===== src/cfd_pkg.sv =====
/*
 * Package for the processor-side fill data interface: bus widths, command
 * codes, timing constants and state encodings.
 * Assumes a single 200 MHz clock and a synchronous active-high reset.
 */
package cfd_pkg;

    // ----------------------------------------------------------------
    // Widths
    // ----------------------------------------------------------------
    localparam int DATA_W = 128;
    localparam int ECC_W = 8;
    localparam int CMD_W = 4;
    localparam int WORD_W = DATA_W + 2 * ECC_W;
    localparam int FIFO_DEPTH = 16;
    localparam int BEATS_W = 2;

    // ----------------------------------------------------------------
    // Commands on the shared command field
    // ----------------------------------------------------------------
    localparam logic [3:0] CMD_IDLE = 4'h0;
    localparam logic [3:0] CMD_WRITE_BLOCK = 4'h6;
    localparam logic [3:0] CMD_READ_MISS0 = 4'h8;
    localparam logic [3:0] CMD_READ_MISS1 = 4'h9;
    localparam logic [3:0] CMD_READ = 4'h4;

    // ----------------------------------------------------------------
    // Counts and reset values
    // ----------------------------------------------------------------
    localparam logic [1:0] FILL_BEATS_M1 = 2'h3;
    localparam int RELEASE_NS = 10;
    localparam int CLK_NS = 5;
    localparam int RELEASE_CYC = (RELEASE_NS + CLK_NS - 1) / CLK_NS;
    localparam logic [3:0] RELEASE_CNT = 4'(RELEASE_CYC);
    localparam logic RST_BUF_SEL = 1'b0;

    // ----------------------------------------------------------------
    // Sequencer states
    // ----------------------------------------------------------------
    typedef enum logic [5:0] {
        ST_IDLE    = 6'b000001,
        ST_RELEASE = 6'b000010,
        ST_REQ     = 6'b000100,
        ST_DRIVE   = 6'b001000,
        ST_ACCEPT  = 6'b010000,
        ST_ERROR   = 6'b100000
    } cfd_state_t;

endpackage : cfd_pkg


===== src/cfd_bridge.sv =====
/*
 * Processor-side data and fill handshake of the core-logic bridge.
 * Fill data arrives on a valid/ready stream, is buffered in a 16-word
 * FIFO, and is returned to the processor as fills of up to four beats on the
 * shared data bus. Processor block writes are accepted from the bus.
 * Assumes the tristate wire is resolved outside from the enable outputs.
 */
// Summary of operation
// - Data acknowledge one cycle before each transfer.
// - Bus request exactly one cycle before driving.
// - Fill flag marks returned cache fill data.
// - Buffer select shows fill buffer one/zero.
// - Fill error on bad address while idle, or on fault.
// - Tag driver enable low during fill.
// - Shared 128-bit bidirectional data bus.
// - Eight check bits per 64-bit half.
// - Power good resets sequencers, asserts system reset.
// - Cache release request asserted before fill.
// - Four-bit bidirectional command field codes.
module cfd_bridge (
    input wire logic clk_i,
    input wire logic sys_rst_i,
    input wire logic power_good_in_i,
    input wire logic [3:0] cmd_in_i,
    output logic [3:0] cmd_out_o,
    output logic cmd_oe_l_o,
    input wire logic bad_addr_i,
    input wire logic err_event_i,
    input wire logic [127:0] data_in_i,
    output logic [127:0] data_out_o,
    output logic data_oe_l_o,
    input wire logic [7:0] ecc_hi_in_i,
    input wire logic [7:0] ecc_lo_in_i,
    output logic [7:0] ecc_hi_out_o,
    output logic [7:0] ecc_lo_out_o,
    input wire logic fill_valid_i,
    output logic fill_ready_o,
    input wire logic [143:0] fill_word_i,
    input wire logic fill_buf_i,
    output logic wr_valid_o,
    output logic [143:0] wr_word_o,
    output logic dack_o,
    output logic data_bus_req_o,
    output logic fill_o,
    output logic return_buffer_select_o,
    output logic fill_error_o,
    output logic drive_tag_ctl_l_o,
    output logic cache_release_request_o,
    output logic sys_reset_o
);
    // ----------------------------------------------------------------
    // Input synchronisers
    // ----------------------------------------------------------------
    logic pg_s1_r;
    logic pg_s2_r;
    logic [3:0] cmd_s1_r;
    logic [3:0] cmd_s2_r;
    logic bad_s1_r;
    logic bad_s2_r;

    always_ff @(posedge clk_i) begin
        pg_s1_r <= power_good_in_i;
        pg_s2_r <= pg_s1_r;
        cmd_s1_r <= cmd_in_i;
        cmd_s2_r <= cmd_s1_r;
        bad_s1_r <= bad_addr_i;
        bad_s2_r <= bad_s1_r;
    end

    // Power good forces everything idle as strongly as the system reset.
    logic rst;
    assign rst = sys_rst_i || pg_s2_r;

    always_ff @(posedge clk_i) begin
        sys_reset_o <= rst;
    end

    // ----------------------------------------------------------------
    // Fill buffering
    // ----------------------------------------------------------------
    logic q_valid;
    logic q_ready;
    logic [144:0] q_word;

    cfd_fifo #(
        .WIDTH(cfd_pkg::WORD_W + 1),
        .DEPTH(cfd_pkg::FIFO_DEPTH)
    ) u_fifo (
        .clk_i(clk_i),
        .sys_rst_i(rst),
        .in_valid_i(fill_valid_i),
        .in_ready_o(fill_ready_o),
        .in_data_i({fill_buf_i, fill_word_i}),
        .out_valid_o(q_valid),
        .out_ready_i(q_ready),
        .out_data_o(q_word)
    );

    // ----------------------------------------------------------------
    // Sequencer
    // ----------------------------------------------------------------
    cfd_pkg::cfd_state_t state_r;
    logic [1:0] beat_r;
    logic [3:0] wait_r;
    logic write_cmd;

    // A fill starts as soon as one word is queued and ends early if the buffer
    // runs dry, so the producer must keep ahead of the drain to get full fills.
    logic fill_ready;
    assign fill_ready = q_valid;
    assign write_cmd = (cmd_s2_r == cfd_pkg::CMD_WRITE_BLOCK);
    assign q_ready = (state_r == cfd_pkg::ST_DRIVE);

    always_ff @(posedge clk_i) begin
        if (rst) begin
            state_r <= cfd_pkg::ST_IDLE;
            beat_r <= '0;
            wait_r <= '0;
        end else begin
            unique case (state_r)
                cfd_pkg::ST_IDLE: begin
                    beat_r <= '0;
                    if (bad_s2_r) begin
                        state_r <= cfd_pkg::ST_ERROR;
                    end else if (write_cmd) begin
                        state_r <= cfd_pkg::ST_ACCEPT;
                    end else if (fill_ready) begin
                        wait_r <= cfd_pkg::RELEASE_CNT;
                        state_r <= cfd_pkg::ST_RELEASE;
                    end
                end
                cfd_pkg::ST_RELEASE: begin
                    if (wait_r == 4'h1) begin
                        state_r <= cfd_pkg::ST_REQ;
                    end else begin
                        wait_r <= wait_r - 4'h1;
                    end
                end
                cfd_pkg::ST_REQ: begin
                    state_r <= cfd_pkg::ST_DRIVE;
                end
                cfd_pkg::ST_DRIVE: begin
                    beat_r <= beat_r + 2'h1;
                    if (beat_r == cfd_pkg::FILL_BEATS_M1 || !q_valid) begin
                        state_r <= cfd_pkg::ST_IDLE;
                    end
                end
                cfd_pkg::ST_ACCEPT: begin
                    beat_r <= beat_r + 2'h1;
                    if (beat_r == cfd_pkg::FILL_BEATS_M1) begin
                        state_r <= cfd_pkg::ST_IDLE;
                    end
                end
                cfd_pkg::ST_ERROR: begin
                    state_r <= cfd_pkg::ST_IDLE;
                end
                default: begin
                    state_r <= cfd_pkg::ST_IDLE;
                end
            endcase
        end
    end

    // ----------------------------------------------------------------
    // Handshake outputs, all registered
    // ----------------------------------------------------------------
    logic drive_next;
    logic more_beats;
    assign more_beats = (beat_r != cfd_pkg::FILL_BEATS_M1);
    assign drive_next = (state_r == cfd_pkg::ST_REQ) ||
                        (state_r == cfd_pkg::ST_DRIVE && more_beats && q_valid);

    // A beat is driven in the cycle after the edge that pops it, one cycle behind its acknowledge.
    logic q_pop;
    assign q_pop = q_ready && q_valid;

    always_ff @(posedge clk_i) begin
        if (rst) begin
            dack_o <= 1'b0;
            data_bus_req_o <= 1'b0;
            cache_release_request_o <= 1'b0;
        end else begin
            // Acknowledge leads each driven or accepted beat by one cycle.
            dack_o <= drive_next ||
                      (state_r == cfd_pkg::ST_IDLE && write_cmd && !bad_s2_r) ||
                      (state_r == cfd_pkg::ST_ACCEPT && more_beats);
            data_bus_req_o <= (state_r == cfd_pkg::ST_REQ) || (state_r == cfd_pkg::ST_DRIVE);
            cache_release_request_o <= (state_r == cfd_pkg::ST_RELEASE) ||
                                       (state_r == cfd_pkg::ST_IDLE && fill_ready &&
                                        !write_cmd && !bad_s2_r);
        end
    end

    always_ff @(posedge clk_i) begin
        if (rst) begin
            data_oe_l_o <= 1'b1;
            fill_o <= 1'b0;
            drive_tag_ctl_l_o <= 1'b1;
            data_out_o <= '0;
            ecc_hi_out_o <= '0;
            ecc_lo_out_o <= '0;
        end else begin
            data_oe_l_o <= !q_pop;
            fill_o <= q_pop;
            drive_tag_ctl_l_o <= !(state_r == cfd_pkg::ST_REQ || state_r == cfd_pkg::ST_DRIVE);
            if (q_pop) begin
                data_out_o <= q_word[127:0];
                ecc_lo_out_o <= q_word[135:128];
                ecc_hi_out_o <= q_word[143:136];
            end
        end
    end

    // Buffer select latches while the cache is released, before any beat moves, and holds throughout.
    always_ff @(posedge clk_i) begin
        if (rst) begin
            return_buffer_select_o <= cfd_pkg::RST_BUF_SEL;
        end else if (state_r == cfd_pkg::ST_RELEASE) begin
            return_buffer_select_o <= q_word[144];
        end
    end

    always_ff @(posedge clk_i) begin
        if (rst) begin
            fill_error_o <= 1'b0;
        end else begin
            fill_error_o <= (state_r == cfd_pkg::ST_IDLE && bad_s2_r) || err_event_i;
        end
    end

    // Write data stands on the bus in the cycle after each acknowledge, so it is
    // sampled at the end of that cycle, one cycle after each accept beat.
    logic acc_beat_r;

    always_ff @(posedge clk_i) begin
        if (rst) begin
            acc_beat_r <= 1'b0;
            wr_valid_o <= 1'b0;
            wr_word_o <= '0;
        end else begin
            acc_beat_r <= (state_r == cfd_pkg::ST_ACCEPT);
            wr_valid_o <= acc_beat_r;
            if (acc_beat_r) begin
                wr_word_o <= {ecc_hi_in_i, ecc_lo_in_i, data_in_i};
            end
        end
    end

    // The bridge never drives the command lines: cmd_oe_l_o stays high and cmd_out_o holds idle; read issue is left to other logic.
    always_ff @(posedge clk_i) begin
        if (rst) begin
            cmd_out_o <= cfd_pkg::CMD_IDLE;
            cmd_oe_l_o <= 1'b1;
        end else begin
            cmd_out_o <= cfd_pkg::CMD_IDLE;
            cmd_oe_l_o <= 1'b1;
        end
    end

    // ----------------------------------------------------------------
    // Checks
    // ----------------------------------------------------------------
    a_req_before_drive: assert property (@(posedge clk_i) disable iff (rst)
        $fell(data_oe_l_o) |-> $past(data_bus_req_o))
        else $error("bus driven without prior request");
    a_dack_leads_data: assert property (@(posedge clk_i) disable iff (rst)
        $fell(data_oe_l_o) |-> $past(dack_o))
        else $error("data driven without acknowledge");
    a_fill_marks_data: assert property (@(posedge clk_i) disable iff (rst)
        !data_oe_l_o |-> fill_o)
        else $error("driven beat not flagged as fill");
    a_tag_during_fill: assert property (@(posedge clk_i) disable iff (rst)
        fill_o |-> !drive_tag_ctl_l_o)
        else $error("tag drivers off during fill");
    a_sel_stable: assert property (@(posedge clk_i) disable iff (rst)
        fill_o && $past(fill_o) |-> $stable(return_buffer_select_o))
        else $error("buffer select changed in fill");
    a_release_first: assert property (@(posedge clk_i) disable iff (rst)
        $rose(data_bus_req_o) && state_r != cfd_pkg::ST_ACCEPT |-> $past(cache_release_request_o))
        else $error("fill began without cache release");
    a_bad_addr_err: assert property (@(posedge clk_i) disable iff (rst)
        state_r == cfd_pkg::ST_IDLE && bad_s2_r |=> fill_error_o)
        else $error("bad address not flagged");
    a_pgood_reset: assert property (@(posedge clk_i)
        pg_s2_r |=> sys_reset_o && state_r == cfd_pkg::ST_IDLE)
        else $error("power good did not reset");
    a_sel_held: assert property (@(posedge clk_i) disable iff (rst)
        state_r == cfd_pkg::ST_DRIVE |-> $stable(return_buffer_select_o))
        else $error("buffer select moved in fill");

endmodule : cfd_bridge


===== src/cfd_fifo.sv =====
/*
 * Synchronous FIFO with valid/ready on both sides, flip-flop storage.
 * Assumes both sides share clk_i and the synchronous reset.
 */
module cfd_fifo #(
    parameter int WIDTH = 144,
    parameter int DEPTH = 16
) (
    input wire logic clk_i,
    input wire logic sys_rst_i,
    input wire logic in_valid_i,
    output logic in_ready_o,
    input wire logic [WIDTH-1:0] in_data_i,
    output logic out_valid_o,
    input wire logic out_ready_i,
    output logic [WIDTH-1:0] out_data_o
);
    localparam int AW = $clog2(DEPTH);

    logic [WIDTH-1:0] mem_r [DEPTH];
    logic [AW-1:0] wr_r;
    logic [AW-1:0] rd_r;
    logic [AW:0] cnt_r;
    logic push;
    logic pop;

    assign in_ready_o = (cnt_r != (AW+1)'(DEPTH));
    assign out_valid_o = (cnt_r != '0);
    assign out_data_o = mem_r[rd_r];
    assign push = in_valid_i && in_ready_o;
    assign pop = out_valid_o && out_ready_i;

    always_ff @(posedge clk_i) begin
        if (push) begin
            mem_r[wr_r] <= in_data_i;
        end
    end

    always_ff @(posedge clk_i) begin
        if (sys_rst_i) begin
            wr_r <= '0;
            rd_r <= '0;
            cnt_r <= '0;
        end else begin
            if (push) begin
                wr_r <= wr_r + 1'b1;
            end
            if (pop) begin
                rd_r <= rd_r + 1'b1;
            end
            cnt_r <= cnt_r + (AW+1)'(push) - (AW+1)'(pop);
        end
    end

endmodule : cfd_fifo


===== config.mk =====
export PLATFORM = sky130hd
export DESIGN_NAME = cfd_bridge
export DESIGN_NICKNAME = d
export VERILOG_FILES = /design/src/cfd_pkg.sv /design/src/cfd_bridge.sv /design/src/cfd_fifo.sv
export SDC_FILE = /design/constraint.sdc
export NUM_CORES = 2
export LEC_CHECK = 0
export CAP_MARGIN = 5
export CORE_MARGIN = 4
export CORE_UTILIZATION = 50
export CTS_BUF_LIST = sky130_fd_sc_hd__clkbuf_8 sky130_fd_sc_hd__clkbuf_16
export DETAILED_ROUTE_END_ITERATION = 8
export DONT_BUFFER_PORTS = 1
export GPL_TIMING_DRIVEN = 1
export PLACE_DENSITY = 0.66
export SYNTH_ARGS = -nofsm -noshare
export SYNTH_HDL_FRONTEND = slang
export SYNTH_SLANG_ARGS = --single-unit

===== constraint.sdc =====
create_clock -name clk_i -period 14.1 [get_ports clk_i]
set_clock_uncertainty 0.2 [all_clocks]
set_input_delay 3.525 -clock clk_i [delete_from_list [all_inputs] [get_ports clk_i]]
set_output_delay 3.525 -clock clk_i [all_outputs]
set_load 0.005 [all_outputs]

==> results.toml <==
[clock_tree]
hold_buffers = 0
cts_resized = 0
numCtsBuffers = 283
htree_levels = 5
tritoncts = "yes"
clockRootBuffer = "clkbuf_16"
cts_sinks = 2660
path_clk_slew_ns = 0.05
cts_buffer_depth = 4
clk_latency_ns = 0.91
cts_setup_buffers = 0

[placement]
place_ws_ns = 6.556
dp_hpwl_um = 133400
gp_congestion = 0.8169
port_buffers = 0

[critical_path]
worstPathArrival_ns = 6.86
ff2ff_setup_slack_ns = 9.28
cp.required_ns = 14.42
rr_endpoint = "ecc_hi_out_o[7]"
start_kind = "input port"
cp-startpoint = "fill_valid_i"
crit_type = "in2reg"
end_kind = "flop"
crit_end = "u_fifo.mem_r[14][138]"
critPathMaxFanout = 54
reg2regPathDepth = 7

[die]
rows = 163
dieWidth_um = 452.9
floorplan.initialDensity_pct = 50.23
io_pins = 603
dieArea_um2 = 205100
chipHeight_um = 452.9
coreArea_um2 = 197000

[synthesis]
yosysMostFrequentCell = "edfxtp_1"
synth_commonest_cells = "2320 x edfxtp_1, 579 x mux4_2, 340 x dfxtp_1"
async_flop_share_pct = 0
ys.flop_type = "edfxtp_1"
synth.top_cells.by_area = "edfxtp_1 70%, mux4_2 13%, dfxtp_1 6.9%"
synth_area_um2 = 98960
yosys_warnings = 0
synth_seq_cells = 2660
synth_edf_count = 2320
synth-seq-area-share_pct = 77.28
synth_cells = 4536
ys_types = 54
syn-mean-instance-area_um2 = 21.82
synth_largest_area_cell = "edfxtp_1"
yosys.area.top_type_share_pct = 70.40

[routing]
drt_iter0_drc = 4534
via_per_inst = 6.003
wl_per_cell_um = 31.31
drcViolationCount = 0
via_count = 45030
drt_first_pass_iters = 6
ant_nets = 0
drt-total-wl_um = 234900

[global_routing]
gr-total-overflow = 0
grt_usage_pct = 22.78
grt_pass1_wl_um = 336800
grt_max_degree = 164
antenna_found_initial = 17
grt_pass1_vias = 46350

[cells_and_area]
fillCellCount = 14320
fin_nets = 4967
syn_to_final_growth_pct = 11.93
layout-drive-gt1-share_pct = 26.38

[timing]
finalSetupViolations = 0
fin_ws_ns = 7.560
slew_headroom_pct = 19.24
grt_setup_unrepaired = "false"
max_freq_mhz = 152.9
holdWs_ns = 0.1266
drv_slew = 0
post-route-period-util_pct = 46.38
tns_ns = 0
min_period_ns = 6.540
tightest_slew_ns = 1.211
finalHoldViolCount = 0

[pwr]
ir_worst_vdd_mv = 0.1088
power.leakage_nw = 33.45
power.total_w = 0.01577
p_per_area_nw_per_um2 = 142.4

[worst_hold_path]
hp-class = "reg2reg"

[job]
drv_cap = 0

[status]
status = "finished clean"
## layer usage
| layer | up-vias | wire, µm | global-route usage, % |
|---|---|---|---|
| met4 | 0 | 7886 | 8.481 |
| met2 | 1715 | 117700 | 37.66 |
| li1 | 18970 | - | - |
| met1 | 23990 | 89270 | 29.09 |
| met5 | - | 0 | 0 |
| met3 | 361 | 19980 | 6.143 |
## per-stage QoR
stage	cell area (µm²)	instances	utilization, %
floorplan	98990	4539	-
global placement	102000	7008	51.76
detailed placement	102000	7008	51.76
CTS	110700	7492	56.21
global route	110800	7501	56.22
finish	110800	7502	56.22
## worst max-delay path, cell delays in order
cell and delay (ns):
inv_1 0.03, a31oi_1 0.14, buf_4 0.21, nand2_1 0.24, nor2_4 0.13, buf_4 0.82, buf_4 0.92, buf_4 0.72
## cells in the final DEF (no fill, tap or decap), drive strengths merged, types with 11 or more instances in the layout
master	n
nor2	186
edfxtp	2320
inv	103
nand2	22
o21ai	147
mux2	145
bufinv	16
mux2i	292
clkbuf	313
buf	80
ha	14
dfxtp	340
a21oi	11
mux4	579
a22oi	145
clkinv	68
## power by group
group | total, W | internal, W | leakage [nW] | switching, W
logic | 0.000147 | 0.0000565 | 5.12 | 0.0000904
registers | 0.00862 | 0.00861 | 23.7 | 0.0000133
clock network | 0.00700 | 0.00412 | 4.63 | 0.00288
total | 0.0158 | 0.0128 | 33.4 | 0.00298
## worst min path at each step
stage	startpoint	to	slack, ns	cells past startpoint
after floorplan	bad_s1_r	bad_s2_r	0.11	0
after global placement	cmd_s1_r[0]	cmd_s2_r[0]	0.11	0
after detailed placement	pg_s1_r	pg_s2_r	0.11	0
after CTS	cmd_s1_r[0]	cmd_s2_r[0]	0.13	0
after global routing	bad_s1_r	bad_s2_r	0.14	0
final	cmd_s1_r[0]	cmd_s2_r[0]	0.13	0
## state kept, by name, summed over array words and instances (netlist names), 2 cells and up, named ones only
name          cells
beat_r            2
ecc_lo_out_o      8
ecc_hi_out_o      8
cmd_s2_r          4
u_fifo.mem_r   2320
state_r           6
cmd_s1_r          4
data_out_o      128
wr_word_o       144
u_fifo.cnt_r      5
wait_r            4
u_fifo.wr_r       4
u_fifo.rd_r       4
## final cells by class
| type | count | area [µm²] | share of cell area (%) |
|---|---|---|---|
| diodes | 10 | 25.02 | 0.02259 |
| clock buffers | 313 | 7574 | 6.838 |
| clock inverters | 171 | 1190 | 1.074 |
| inverters | 18 | 70.07 | 0.06326 |
| multi-input cells | 1610 | 21410 | 19.33 |
| flip-flops and latches | 2660 | 76490 | 69.06 |
| well taps | 2640 | 3303 | 2.982 |
| repair buffers | 80 | 700.7 | 0.6326 |
## kinds of logic (layout without fill, tap and decap cells)
| kind of cell | count (synthesis) | in the layout | synth area share [%] |
|---|---|---|---|
| compound gates | 314 | 314 | 2.301 |
| xor+xnor | 10 | 10 | 0.08850 |
| fa+ha+maj | 15 | 15 | 0.1972 |
| buf+inv | 269 | 582 | 1.243 |
| flops | 2660 | 2660 | 77.28 |
| mux | 1016 | 1016 | 17.78 |
| other cells | 2 | 15 | 0.007589 |
| simple gates | 250 | 250 | 1.101 |
(Power assumes the default switching activity.)
